## src/logic/amss_pkg.sv

```systemverilog
// Purpose: shared constants of the asynchronous memory strobe sequencer
// Assumes: one external memory port, active-low chip selects
// Notes:   field widths are fixed; counts are in interface clock periods
package amss_pkg;

  localparam int unsigned CS_COUNT      = 4;
  localparam int unsigned CS_SEL_W      = 2;
  localparam int unsigned WORD_ADDR_W   = 22;
  localparam int unsigned BYTE_ADDR_W   = 2;
  localparam int unsigned DATA_W        = 16;

  // programmable phase fields, each value N lasts N+1 periods
  localparam int unsigned SETUP_W       = 4;
  localparam int unsigned STROBE_W      = 6;
  localparam int unsigned HOLD_W        = 3;
  localparam int unsigned TURN_W        = 2;
  localparam int unsigned PHASE_CNT_W   = 6;
  localparam int unsigned ACC_CNT_W     = 8;

  // number of extra periods of a full access beyond the field sum
  localparam logic [ACC_CNT_W-1:0]   ACCESS_EXTRA   = 8'h04;

  // reset and idle values of the memory pins and phase counter, and the one-hot chip select base
  localparam logic [CS_COUNT-1:0]    CS_IDLE_N      = 4'hF;
  localparam logic [CS_COUNT-1:0]    CS_ONE_HOT     = 4'h1;
  localparam logic [WORD_ADDR_W-1:0] WORD_ADDR_RST  = 22'h000000;
  localparam logic [BYTE_ADDR_W-1:0] BYTE_ADDR_RST  = 2'h0;
  localparam logic [DATA_W-1:0]      DATA_RST       = 16'h0000;
  localparam logic [PHASE_CNT_W-1:0] PHASE_CNT_RST  = 6'h00;

endpackage

```

## src/logic/amss_sequencer.sv

```systemverilog
// Purpose: read/write cycle sequencer for asynchronous external memory
// Assumes: all phase counts in enabled periods of CLK_SYS_I (cycles with CLK_EN_I high)
// Notes:   read data passes a two-stage synchroniser before capture,
//          so it must be stable from two cycles before the capture cycle
`timescale 1ns/10ps

module amss_sequencer
  import amss_pkg::*;
(
  input  wire logic                   CLK_SYS_I,
  input  wire logic                   RESET_I,
  input  wire logic                   CLK_EN_I,
  input  wire logic                   REQ_VALID_I,
  input  wire logic                   REQ_WRITE_I,
  input  wire logic [CS_SEL_W-1:0]    REQ_CS_SEL_I,
  input  wire logic [WORD_ADDR_W-1:0] REQ_WORD_ADDR_I,
  input  wire logic [BYTE_ADDR_W-1:0] REQ_BYTE_ADDR_I,
  input  wire logic [DATA_W-1:0]      REQ_WDATA_I,
  output logic                        REQ_READY_O,
  output logic [DATA_W-1:0]           RDATA_O,
  output logic                        RDATA_VALID_O,
  output logic                        DONE_O,
  input  wire logic [SETUP_W-1:0]     READ_SETUP_CYCLES_I,
  input  wire logic [STROBE_W-1:0]    READ_STROBE_CYCLES_I,
  input  wire logic [HOLD_W-1:0]      READ_HOLD_CYCLES_I,
  input  wire logic [SETUP_W-1:0]     WRITE_SETUP_CYCLES_I,
  input  wire logic [STROBE_W-1:0]    WRITE_STROBE_CYCLES_I,
  input  wire logic [HOLD_W-1:0]      WRITE_HOLD_CYCLES_I,
  input  wire logic [TURN_W-1:0]      TURNAROUND_CYCLES_I,
  input  wire logic                   STROBE_SELECT_I,
  output logic [CS_COUNT-1:0]         MEM_CHIP_SELECT_N_O,
  output logic                        MEM_OUTPUT_ENABLE_N_O,
  output logic                        MEM_WRITE_ENABLE_N_O,
  output logic [WORD_ADDR_W-1:0]      MEM_WORD_ADDRESS_O,
  output logic [BYTE_ADDR_W-1:0]      MEM_BYTE_ADDRESS_O,
  input  wire logic [DATA_W-1:0]      MEM_DATA_BUS_I,
  output logic [DATA_W-1:0]           MEM_DATA_BUS_O,
  output logic                        MEM_DATA_BUS_OE_N_O
);

  typedef enum logic [2:0] {
    ST_IDLE,
    ST_SETUP,
    ST_STROBE,
    ST_HOLD,
    ST_TURN
  } amss_state_t;

  amss_state_t            state_reg;
  amss_state_t            state_next;

  logic                   accept;
  logic                   en;
  logic                   phase_last;
  logic                   phase_last_next;
  logic                   phase_load;
  logic [PHASE_CNT_W-1:0] phase_val;

  // per-access settings, frozen at acceptance
  logic                   write_reg;
  logic                   ss_reg;
  logic [CS_SEL_W-1:0]    sel_reg;
  logic [SETUP_W-1:0]     setup_reg;
  logic [STROBE_W-1:0]    strobe_reg;
  logic [HOLD_W-1:0]      hold_reg;
  logic [TURN_W-1:0]      turn_reg;
  logic                   write_next;
  logic                   ss_next;
  logic [CS_SEL_W-1:0]    sel_next;
  logic [SETUP_W-1:0]     req_setup;
  logic [STROBE_W-1:0]    req_strobe;
  logic [HOLD_W-1:0]      req_hold;

  logic                   in_access_next;
  logic                   strobe_next;
  logic                   cs_active_next;
  logic [CS_COUNT-1:0]    cs_n_next;
  logic                   ready_next;
  logic                   capture_now;
  logic                   done_now;

  logic [CS_COUNT-1:0]    cs_n_reg;
  logic                   oe_n_reg;
  logic                   we_n_reg;
  logic [WORD_ADDR_W-1:0] word_addr_reg;
  logic [BYTE_ADDR_W-1:0] byte_addr_reg;
  logic [DATA_W-1:0]      wdata_reg;
  logic                   data_oe_n_reg;
  logic                   ready_reg;
  logic [DATA_W-1:0]      rdata_reg;
  logic                   rdata_valid_reg;
  logic                   done_reg;
  logic [DATA_W-1:0]      din_meta_reg;
  logic [DATA_W-1:0]      din_sync_reg;

  assign en     = CLK_EN_I;
  assign accept = REQ_VALID_I && ready_reg;

  // next state, moves only on enabled cycles
  always_comb begin
    state_next = state_reg;
    if (en) begin
      unique case (state_reg)
        ST_IDLE:   if (accept) state_next = ST_SETUP;
        ST_SETUP:  if (phase_last) state_next = ST_STROBE;
        ST_STROBE: if (phase_last) state_next = ST_HOLD;
        ST_HOLD:   if (phase_last) state_next = ST_TURN;
        ST_TURN: begin
          if (phase_last) begin
            state_next = accept ? ST_SETUP : ST_IDLE;
          end
        end
      endcase
    end
  end

  assign req_setup  = REQ_WRITE_I ? WRITE_SETUP_CYCLES_I : READ_SETUP_CYCLES_I;
  assign req_strobe = REQ_WRITE_I ? WRITE_STROBE_CYCLES_I : READ_STROBE_CYCLES_I;
  assign req_hold   = REQ_WRITE_I ? WRITE_HOLD_CYCLES_I : READ_HOLD_CYCLES_I;

  // each phase loads its field value N on entry and ends after N+1 cycles
  assign phase_load = (state_next != state_reg);
  assign phase_val  = (state_next == ST_SETUP)  ? PHASE_CNT_W'(req_setup) :
                      (state_next == ST_STROBE) ? PHASE_CNT_W'(strobe_reg) :
                      (state_next == ST_HOLD)   ? PHASE_CNT_W'(hold_reg) :
                      (state_next == ST_TURN)   ? PHASE_CNT_W'(turn_reg) :
                                                  PHASE_CNT_RST;

  amss_phase_counter u_phase (
    .clk_i       (CLK_SYS_I),
    .reset_i     (RESET_I),
    .en_i        (en),
    .load_i      (phase_load),
    .load_val_i  (phase_val),
    .last_o      (phase_last),
    .last_next_o (phase_last_next)
  );

  assign write_next = accept ? REQ_WRITE_I : write_reg;
  assign ss_next    = accept ? STROBE_SELECT_I : ss_reg;
  assign sel_next   = accept ? REQ_CS_SEL_I : sel_reg;

  // pin values for the coming cycle, registered so pins come from flops
  assign in_access_next = (state_next == ST_SETUP) || (state_next == ST_STROBE) ||
                          (state_next == ST_HOLD);
  assign strobe_next    = (state_next == ST_STROBE);
  // strobe select lets chip select follow the strobe itself
  assign cs_active_next = ss_next ? strobe_next : in_access_next;
  assign cs_n_next      = cs_active_next ? ~(CS_ONE_HOT << sel_next) : CS_IDLE_N;
  assign ready_next     = (state_next == ST_IDLE) ||
                          ((state_next == ST_TURN) && phase_last_next);
  assign capture_now    = en && (state_reg == ST_STROBE) && phase_last && !write_reg;
  assign done_now       = en && (state_reg == ST_TURN) && phase_last;

  always_ff @(posedge CLK_SYS_I) begin
    if (RESET_I) begin
      state_reg <= ST_IDLE;
      ready_reg <= 1'b0;
    end else if (en) begin
      state_reg <= state_next;
      ready_reg <= ready_next;
    end
  end

  always_ff @(posedge CLK_SYS_I) begin
    if (RESET_I) begin
      write_reg  <= 1'b0;
      ss_reg     <= 1'b0;
      sel_reg    <= '0;
      setup_reg  <= '0;
      strobe_reg <= '0;
      hold_reg   <= '0;
      turn_reg   <= '0;
    end else if (en && accept) begin
      write_reg  <= REQ_WRITE_I;
      ss_reg     <= STROBE_SELECT_I;
      sel_reg    <= REQ_CS_SEL_I;
      setup_reg  <= req_setup;
      strobe_reg <= req_strobe;
      hold_reg   <= req_hold;
      turn_reg   <= TURNAROUND_CYCLES_I;
    end
  end

  // memory pins; address and write data held from setup through turnaround
  always_ff @(posedge CLK_SYS_I) begin
    if (RESET_I) begin
      cs_n_reg      <= CS_IDLE_N;
      oe_n_reg      <= 1'b1;
      we_n_reg      <= 1'b1;
      data_oe_n_reg <= 1'b1;
    end else if (en) begin
      cs_n_reg      <= cs_n_next;
      oe_n_reg      <= !(strobe_next && !write_next);
      we_n_reg      <= !(strobe_next && write_next);
      data_oe_n_reg <= !(in_access_next && write_next);
    end
  end

  always_ff @(posedge CLK_SYS_I) begin
    if (RESET_I) begin
      word_addr_reg <= WORD_ADDR_RST;
      byte_addr_reg <= BYTE_ADDR_RST;
      wdata_reg     <= DATA_RST;
    end else if (en && accept) begin
      word_addr_reg <= REQ_WORD_ADDR_I;
      byte_addr_reg <= REQ_BYTE_ADDR_I;
      wdata_reg     <= REQ_WDATA_I;
    end
  end

  // read data synchroniser and capture
  always_ff @(posedge CLK_SYS_I) begin
    if (RESET_I) begin
      din_meta_reg    <= DATA_RST;
      din_sync_reg    <= DATA_RST;
      rdata_reg       <= DATA_RST;
      rdata_valid_reg <= 1'b0;
      done_reg        <= 1'b0;
    end else if (en) begin
      din_meta_reg    <= MEM_DATA_BUS_I;
      din_sync_reg    <= din_meta_reg;
      rdata_valid_reg <= capture_now;
      done_reg        <= done_now;
      if (capture_now) begin
        rdata_reg <= din_sync_reg;
      end
    end
  end

  assign REQ_READY_O           = ready_reg;
  assign RDATA_O               = rdata_reg;
  assign RDATA_VALID_O         = rdata_valid_reg;
  assign DONE_O                = done_reg;
  assign MEM_CHIP_SELECT_N_O   = cs_n_reg;
  assign MEM_OUTPUT_ENABLE_N_O = oe_n_reg;
  assign MEM_WRITE_ENABLE_N_O  = we_n_reg;
  assign MEM_WORD_ADDRESS_O    = word_addr_reg;
  assign MEM_BYTE_ADDRESS_O    = byte_addr_reg;
  assign MEM_DATA_BUS_O        = wdata_reg;
  assign MEM_DATA_BUS_OE_N_O   = data_oe_n_reg;

  // checking helpers: cycles spent in the current phase and in the access
  logic [PHASE_CNT_W-1:0] phase_run_reg;
  logic [ACC_CNT_W-1:0]   acc_run_reg;
  logic                   phase_end;
  logic [ACC_CNT_W-1:0]   acc_expect;

  assign phase_end  = en && (state_reg != ST_IDLE) && (state_next != state_reg);
  assign acc_expect = ACC_CNT_W'(setup_reg) + ACC_CNT_W'(strobe_reg) +
                      ACC_CNT_W'(hold_reg) + ACC_CNT_W'(turn_reg) + ACCESS_EXTRA;

  always_ff @(posedge CLK_SYS_I) begin
    if (RESET_I) begin
      phase_run_reg <= PHASE_CNT_RST;
      acc_run_reg   <= '0;
    end else if (en) begin
      phase_run_reg <= (state_next != state_reg) ? PHASE_CNT_RST
                                                  : phase_run_reg + 6'h01;
      if (state_next == ST_SETUP && state_reg != ST_SETUP) begin
        acc_run_reg <= 8'h01;
      end else if (state_reg != ST_IDLE) begin
        acc_run_reg <= acc_run_reg + 8'h01;
      end
    end
  end

  AST_TURN_LEN: assert property (@(posedge CLK_SYS_I) disable iff (RESET_I)
    (phase_end && state_reg == ST_TURN) |->
      (phase_run_reg == PHASE_CNT_W'(turn_reg)) && (cs_n_reg == CS_IDLE_N))
    else $error("turnaround length or chip select wrong");

  AST_RD_CYCLE: assert property (@(posedge CLK_SYS_I) disable iff (RESET_I)
    (done_now && !write_reg) |-> (acc_run_reg == acc_expect))
    else $error("read cycle length wrong");

  AST_WR_CYCLE: assert property (@(posedge CLK_SYS_I) disable iff (RESET_I)
    (done_now && write_reg) |-> (acc_run_reg == acc_expect))
    else $error("write cycle length wrong");

  AST_SETUP_LEN: assert property (@(posedge CLK_SYS_I) disable iff (RESET_I)
    (phase_end && state_reg == ST_SETUP) |->
      (phase_run_reg == PHASE_CNT_W'(setup_reg)) && oe_n_reg && we_n_reg &&
      (ss_reg || cs_n_reg != CS_IDLE_N) ##1 (!oe_n_reg || !we_n_reg))
    else $error("setup phase length or pins wrong");

  AST_SS_CS: assert property (@(posedge CLK_SYS_I) disable iff (RESET_I)
    (ss_reg && state_reg != ST_IDLE) |->
      ((cs_n_reg != CS_IDLE_N) == (!oe_n_reg || !we_n_reg)))
    else $error("strobe select chip select not following strobe");

  AST_SS_RELEASE: assert property (@(posedge CLK_SYS_I) disable iff (RESET_I)
    (en && ss_reg && !oe_n_reg && state_next == ST_HOLD) |=>
      (oe_n_reg && cs_n_reg == CS_IDLE_N))
    else $error("strobe select chip select not released with strobe");

  AST_ADDR_STABLE: assert property (@(posedge CLK_SYS_I) disable iff (RESET_I)
    (state_reg == ST_SETUP || state_reg == ST_STROBE || state_reg == ST_HOLD) &&
      (state_next != ST_SETUP) |=>
      $stable(word_addr_reg) && $stable(byte_addr_reg) && $stable(wdata_reg))
    else $error("address or write data changed inside access");

  AST_HOLD_LEN: assert property (@(posedge CLK_SYS_I) disable iff (RESET_I)
    (phase_end && state_reg == ST_HOLD) |->
      (phase_run_reg == PHASE_CNT_W'(hold_reg)) && oe_n_reg && we_n_reg &&
      (ss_reg || cs_n_reg != CS_IDLE_N) ##1 (cs_n_reg == CS_IDLE_N))
    else $error("hold phase length or chip select wrong");

  AST_OE_WIDTH: assert property (@(posedge CLK_SYS_I) disable iff (RESET_I)
    (phase_end && state_reg == ST_STROBE && !write_reg) |->
      (phase_run_reg == PHASE_CNT_W'(strobe_reg)) && !oe_n_reg && we_n_reg)
    else $error("output enable low width wrong");

  AST_BYTE_HOLD: assert property (@(posedge CLK_SYS_I) disable iff (RESET_I)
    (en && state_reg == ST_STROBE && state_next == ST_HOLD) |=>
      (byte_addr_reg == $past(byte_addr_reg)) && (state_reg == ST_HOLD))
    else $error("byte address not held after strobe");

  AST_WE_WIDTH: assert property (@(posedge CLK_SYS_I) disable iff (RESET_I)
    (phase_end && state_reg == ST_STROBE && write_reg) |->
      (phase_run_reg == PHASE_CNT_W'(strobe_reg)) && !we_n_reg && oe_n_reg)
    else $error("write enable low width wrong");

  AST_WDATA_DRIVE: assert property (@(posedge CLK_SYS_I) disable iff (RESET_I)
    (state_reg == ST_SETUP || state_reg == ST_STROBE || state_reg == ST_HOLD) |->
      (data_oe_n_reg == !write_reg))
    else $error("write data drive window wrong");

  AST_WORD_HOLD: assert property (@(posedge CLK_SYS_I) disable iff (RESET_I)
    (en && write_reg && !we_n_reg && state_next == ST_HOLD) |=>
      $stable(word_addr_reg) && we_n_reg)
    else $error("write word address not held");

  AST_RD_CAPTURE: assert property (@(posedge CLK_SYS_I) disable iff (RESET_I)
    capture_now |-> !oe_n_reg ##1 (rdata_valid_reg && rdata_reg == $past(din_sync_reg)))
    else $error("read data not captured at strobe end");

  AST_NO_DRIVE_RD: assert property (@(posedge CLK_SYS_I) disable iff (RESET_I)
    (!oe_n_reg || state_reg == ST_TURN || state_reg == ST_IDLE) |-> data_oe_n_reg)
    else $error("data bus driven during read or turnaround");

endmodule // amss_sequencer

```

## src/logic/amss_phase_counter.sv

```systemverilog
// Purpose: down counter that times one sequencer phase
// Assumes: load value N gives a phase of N+1 enabled cycles
// Notes:   last_next_o lets the caller register outputs ahead of time
`timescale 1ns/10ps
module amss_phase_counter
  import amss_pkg::*;
(
  input  wire logic                   clk_i,
  input  wire logic                   reset_i,
  input  wire logic                   en_i,
  input  wire logic                   load_i,
  input  wire logic [PHASE_CNT_W-1:0] load_val_i,
  output logic                        last_o,
  output logic                        last_next_o
);

  logic [PHASE_CNT_W-1:0] cnt_reg;
  logic [PHASE_CNT_W-1:0] cnt_next;
  logic [PHASE_CNT_W-1:0] cnt_dec;

  assign cnt_dec     = (cnt_reg == PHASE_CNT_RST) ? PHASE_CNT_RST
                                                   : cnt_reg - 6'h01;
  assign cnt_next    = !en_i ? cnt_reg : (load_i ? load_val_i : cnt_dec);
  assign last_o      = (cnt_reg == PHASE_CNT_RST);
  assign last_next_o = (cnt_next == PHASE_CNT_RST);

  always_ff @(posedge clk_i) begin
    if (reset_i) begin
      cnt_reg <= PHASE_CNT_RST;
    end else begin
      cnt_reg <= cnt_next;
    end
  end

endmodule // amss_phase_counter

```

## config.mk

```make
export PLATFORM = sky130hd
export DESIGN_NAME = amss_sequencer
export DESIGN_NICKNAME = d
export VERILOG_FILES = /design/src/logic/amss_pkg.sv /design/src/logic/amss_sequencer.sv /design/src/logic/amss_phase_counter.sv
export SDC_FILE = /design/constraint.sdc
export NUM_CORES = 1
export LEC_CHECK = 0
export ABC_CLOCK_PERIOD_IN_PS = 6200
export BUFFER_PORTS_ARGS = -buffer_cell sky130_fd_sc_hd__buf_2
export CAP_MARGIN = 20
export CORE_ASPECT_RATIO = 1.5
export CORE_MARGIN = 5
export CORE_UTILIZATION = 30
export CTS_CLUSTER_SIZE = 16
export DETAILED_ROUTE_END_ITERATION = 6
export GPL_ROUTABILITY_DRIVEN = 0
export PLACE_DENSITY = 0.5
export SYNTH_ARGS = -nofsm -noshare
export SYNTH_HDL_FRONTEND = slang
export SYNTH_SLANG_ARGS = --single-unit
export TNS_END_PERCENT = 10
```

## constraint.sdc

```tcl
create_clock -name CLK_SYS_I -period 6.2 [get_ports CLK_SYS_I]
set_clock_uncertainty 0.05 [all_clocks]
set_input_delay 0.31 -clock CLK_SYS_I [delete_from_list [all_inputs] [get_ports CLK_SYS_I]]
set_output_delay 0.31 -clock CLK_SYS_I [all_outputs]
set_load 0.05 [all_outputs]
```

**Yosys cells after proc, flatten, opt, wreduce, memory -nomap -nowiden**

Cells that the tools add are included.

- Reduce and logical (&&, ||, !) cells: 24
- Equal/unequal tests: 9
- Add/sub/neg operators: 1
- Bitwise operators: 1
- Multiplexer cells: 23
- Shift operators: 1

Operator list:

| cell | number |
|---|---|
| 6-bit 2-to-1 mux | 6 |
| 3-bit 2-to-1 mux | 8 |
| 3-bit case mux with 5 select lines | 1 |
| 3-bit by 2-bit == test with 1-bit output (second input constant) | 4 |
| 6-bit logical NOT | 2 |
| 1-bit logical AND | 11 |
| 4-bit 2-to-1 mux | 2 |
| 3-bit by 1-bit == test with 1-bit output (second input constant) | 2 |
| 3-bit == test (second input constant) | 2 |
| 3-bit logical NOT | 2 |
| 6-bit by 1-bit subtractor with 6-bit output (second input constant) | 1 |
| 1-bit logical NOT | 5 |
| 1-bit 2-to-1 mux | 4 |
| 2-bit 2-to-1 mux | 2 |
| 4-bit inverter | 1 |
| 1-bit by 2-bit left shift with 4-bit output (first input constant) | 1 |
| 1-bit logical OR | 3 |
| 3-bit != test | 1 |
| 2-bit AND reduction | 1 |

- Flip-flop bits (word level): 122
- Input port bits: 92

**Depth between registers and ports, before layout**

- Depth after elaboration: 15
- Mapped depth: 10
- Mapped depth without buffers: 9

**Cells and area by module**

From an unflattened synthesis, not the netlist that was laid out.

- Cell total of the unflattened synthesis: 601
- Area, all modules: 5,128.7 um2

Modules (own cells, without submodules):

| module | instances | seq. area each (um2) | cells each | area an instance (um2) |
|---|---|---|---|---|
| amss_sequencer | 1 | 2,322.2 | 546 | 4,687.0 |
| amss_phase_counter | 1 | 120.1 | 55 | 441.7 |

**Worst setup path before layout**

No wires, ideal clock.

- Path kind: reg-to-reg
- Start: register ready_reg, in the netlist REQ_READY_O
- End: register ready_reg, in the netlist REQ_READY_O
- Cell stages (with the launch flop): 9
- Clock period less this slack: 2.413 ns
- Path slack: 3.787 ns
- Library setup time: 0.084 ns
- Buffers on the path: 1
- Arrival time: 2.279 ns
- Path through: dfxtp_1 > and2_1 > buf_4 > o21ai_0 > a221oi_2 > nor2b_4 > a221oi_1 > o21ai_1 > o31ai_2

- Longest elaborated chain between the ends: 15

RTL lines:

| item | line | text |
|---|---|---|
| start: declaration | amss_sequencer.sv:89 | `logic ready_reg;` |
| start signal: assignment | amss_sequencer.sv:161 | `ready_reg <= ready_next;` |
| 1-bit logical AND (*) | amss_sequencer.sv:97 | `assign accept = REQ_VALID_I && ready_reg;` |
| 1-bit 2-to-1 mux | amss_sequencer.sv:110 | `state_next = accept ? ST_SETUP : ST_IDLE;` |
| 3-bit 2-to-1 mux | amss_sequencer.sv:109 | `if (phase_last) begin` |
| 3-bit case mux with 5 select lines (*) | amss_sequencer.sv:103 | `unique case (state_reg)` |
| 3-bit 2-to-1 mux (*) | amss_sequencer.sv:102 | `if (en) begin` |
| 3-bit == test | amss_sequencer.sv:126, amss_sequencer.sv:151 |  |
| 2-bit 2-to-1 mux | amss_sequencer.sv:126 | `(state_next == ST_TURN) ? PHASE_CNT_W'(turn_reg) :` |
| 3-bit 2-to-1 mux | amss_sequencer.sv:125 | `(state_next == ST_HOLD) ? PHASE_CNT_W'(hold_reg) :` |
| 6-bit 2-to-1 mux | amss_sequencer.sv:124 | `(state_next == ST_STROBE) ? PHASE_CNT_W'(strobe_reg) :` |
| 6-bit 2-to-1 mux | amss_sequencer.sv:123 | `assign phase_val = (state_next == ST_SETUP) ? PHASE_CNT_W'(req_setup) :` |
| 6-bit 2-to-1 mux (2 in series) | amss_phase_counter.sv:23 | `assign cnt_next = !en_i ? cnt_reg : (load_i ? load_val_i : cnt_dec);` |
| 6-bit logical NOT | amss_phase_counter.sv:25 | `assign last_next_o = (cnt_next == PHASE_CNT_RST);` |
| 1-bit logical AND | amss_sequencer.sv:151 | `((state_next == ST_TURN) && phase_last_next);` |
| 1-bit logical OR (*) | amss_sequencer.sv:150 | `assign ready_next = (state_next == ST_IDLE) \|\|` |

Mark *: on every way between the ends. The rest lies on a longest branch, timed or not.
A chain may end at the register's enable or synchronous reset.

**Worst setup path after layout**

Ends and elaborated chain as after synthesis.

==> metrics.yaml <==
clock_tree:
  cts_buffers: 17
  cts_tree: "done"
  cts_setup_buffers: 0
  clk_path_buf_depth: 2
  cts_root_buffer: "clkbuf_16"
  cts.sinks: 122
  clk_latency_ps: 400
  clk_pin_slew_ps: 60
  cts_resized: 0
  htreeDepth: 4
  hold_buffers: 0
sta:
  fmaxAchievable_ghz: 0.344
  slew_headroom_pct: 29.7
  rsz0062_at_grt: "no"
  timing.final.crit_share_pct: 46.9
  slew_viol_final: 0
  fin_crit_ps: 2910
  setup_viol: 0
  hold_ws_ps: 90.1
  tightest_slew_ps: 1050
  hold_viol: 0
  tns_ps: 0
pwr:
  power.density_mw_per_mm2: 387
  leakage_nw: 2.82
  vdd_drop_max_mv: 0.149
placement:
  portBuffers: 157
  placed_cells: 921
  hpwl_um: 10800
global_route:
  antenna_found_initial: 0
  track_usage_pct: 15.1
  grt_overflow: 0
  grt_pass1_wl_um: 23200
  grt_pass1_vias: 4587
  grt_max_degree: 66
die:
  core.rowCount: 58
  design.die.area_mm2: 0.0198
  coreArea_mm2: 0.0168
  die_y_um: 170
  io_pins: 158
  die_w_um: 117
  initial_core_util_pct: 30.5
route:
  first_pass_iters: 6
  wl_met3_um: 879
  vias: 4655
  wire_per_inst_um: 15.8
  routed_wl_um: 15000
  highest_layer: "met4"
  met2_length_um: 7640
  drcViolationCount: 0
  postRouteAntennaNets: 0
  vias_per_cell: 4.88
  wirelength_met1_um: 5810
  drt_iter0_drc: 184
synth:
  mappedNetlistArea_mm2: 0.00511
  async_flop_share_pct: 0
  yosys-top-cells-count: "nand2_1, dfxtp_1, a21oi_1, nor2_1, mux2i_1"
  syn_inst: 592
  ys_dominant_reg_cell: "dfxtp_1"
  synth_seq_cells: 122
  synth.area.top_cells: "dfxtp_1, nand2_1, mux2i_1"
  avgSynthCellArea_um2: 8.63
  yosysMostFrequentCell: "nand2_1"
  yosys.cell_types.count: 60
  synth_largest_area_cell: "dfxtp_1"
  ys_warn_count: 0
  yosysSeqAreaShare_pct: 47.8
  synth_edf_count: 0
  synth_top_area_share_pct: 47.8
  syn_nets: 686
worst_setup_path:
  required_ps: 6470
  worstPathArrival_ps: 3180
  cp-end-kind: "register"
  crit_path_start_kind: "register"
  critPathMaxFanout: 20
  reg2reg_depth: 7
  critical_path_class: "reg -> reg"
finish:
  num-nets-final: 824
  n_fill_cell: 1694
  finalNonFillerCells: 953
  syn_to_final_growth_pct: 30.5
  largest_reg_flops: 22
  drive_gt1_share_pct: 29.1
  antennaDiodeCount: 0
worst_hold_path:
  worstHoldPathType: "in -> reg"
  min_path_cells: 3
flow_run:
  maxCapViolCount: 0
status:
  status: "complete, no violations"
## through the flow
step           power (mW)  setup slack (ps)  util, %  cell area, µm²
3_5_place_dp         1.50              2880     35.8            6000
2_1_floorplan        1.35              3790        -            5110
6_report             2.58              3290     39.8            6670
5_1_grt              2.70              3010     39.8            6670
3_3_place_gp         1.49              3000     35.8            6000
4_1_cts              2.61              3260     39.8            6670
## layer usage
| layer | vias to the layer above | GRT usage, % |
|---|---|---|
| met5 | - | 0 |
| met4 | 0 | 8.83 |
| met3 | 40 | 3.66 |
| met2 | 155 | 25.4 |
| met1 | 2136 | 17.0 |
| li1 | 2324 | - |
## worst max-delay path, cell delays in order, from the launching register on
cell and delay [ps]:
dfxtp_1 430, and2_1 400, nand2_1 550, a2111oi_0 590
a31oi_1 160, o221ai_1 270, o21ai_1 130, o31ai_2 240
## path summary, 6_finish.rpt
path	start	endpoint	slack (ps)
hold / removal	MEM_DATA_BUS_I[3]	din_meta_reg[3]	90
hold reg to reg	RDATA_O[8]	RDATA_O[8]	400
setup reg to reg	REQ_READY_O	REQ_READY_O	3290
setup / recovery	REQ_READY_O	REQ_READY_O	3290
## cells in the final DEF (no fill, tap or decap), types with 3 or more instances in the layout
cell type and n:
buf_2 156, nand2_1 139, dfxtp_1 122, a21oi_1 71, nor2_1 55, mux2i_1 47, clkbuf_16 17, o21ai_0 9
a211oi_1 9, inv_1 7, a31oi_1 5, nand4_1 5, bufinv_16 5, buf_4 5, nor2b_1 4, nor3_1 4
nand3_1 4, o32a_1 4, nand2b_1 3, o21ai_1 3, a221oi_1 3, or4_1 3, o21a_1 3, clkinv_4 3
## area by class of cell
type / count / area, µm² / share of cell area, %
Multi-Input combinational cell: 421 / 2450 / 36.8
Sequential cell: 122 / 2440 / 36.6
Timing Repair Buffer: 161 / 818 / 12.3
Clock buffer: 19 / 453 / 6.79
Tap cell: 210 / 263 / 3.94
Clock inverter: 13 / 214 / 3.21
Inverter: 7 / 26.3 / 0.394
## report_power, final
part | internal (mW) | total (mW) | leakage, nW | switching, mW
Sequential | 0.844 | 0.895 | 0.991 | 0.0511
Combinational | 0.194 | 0.589 | 1.50 | 0.395
Clock | 0.738 | 1.10 | 0.320 | 0.361
Total | 1.78 | 2.58 | 2.82 | 0.807
## cell families after synthesis
logic type / Yosys count / share of synthesized area (%)
adder cells (fa/ha/maj): 2 / 0.490
flip-flops: 122 / 47.8
buffers and inverters: 49 / 4.53
AO/OA/AOI/OAI: 130 / 16.6
multiplexers: 49 / 9.64
AND/OR/NAND/NOR: 240 / 20.9
No activity file was read; power rests on OpenSTA's default activity.
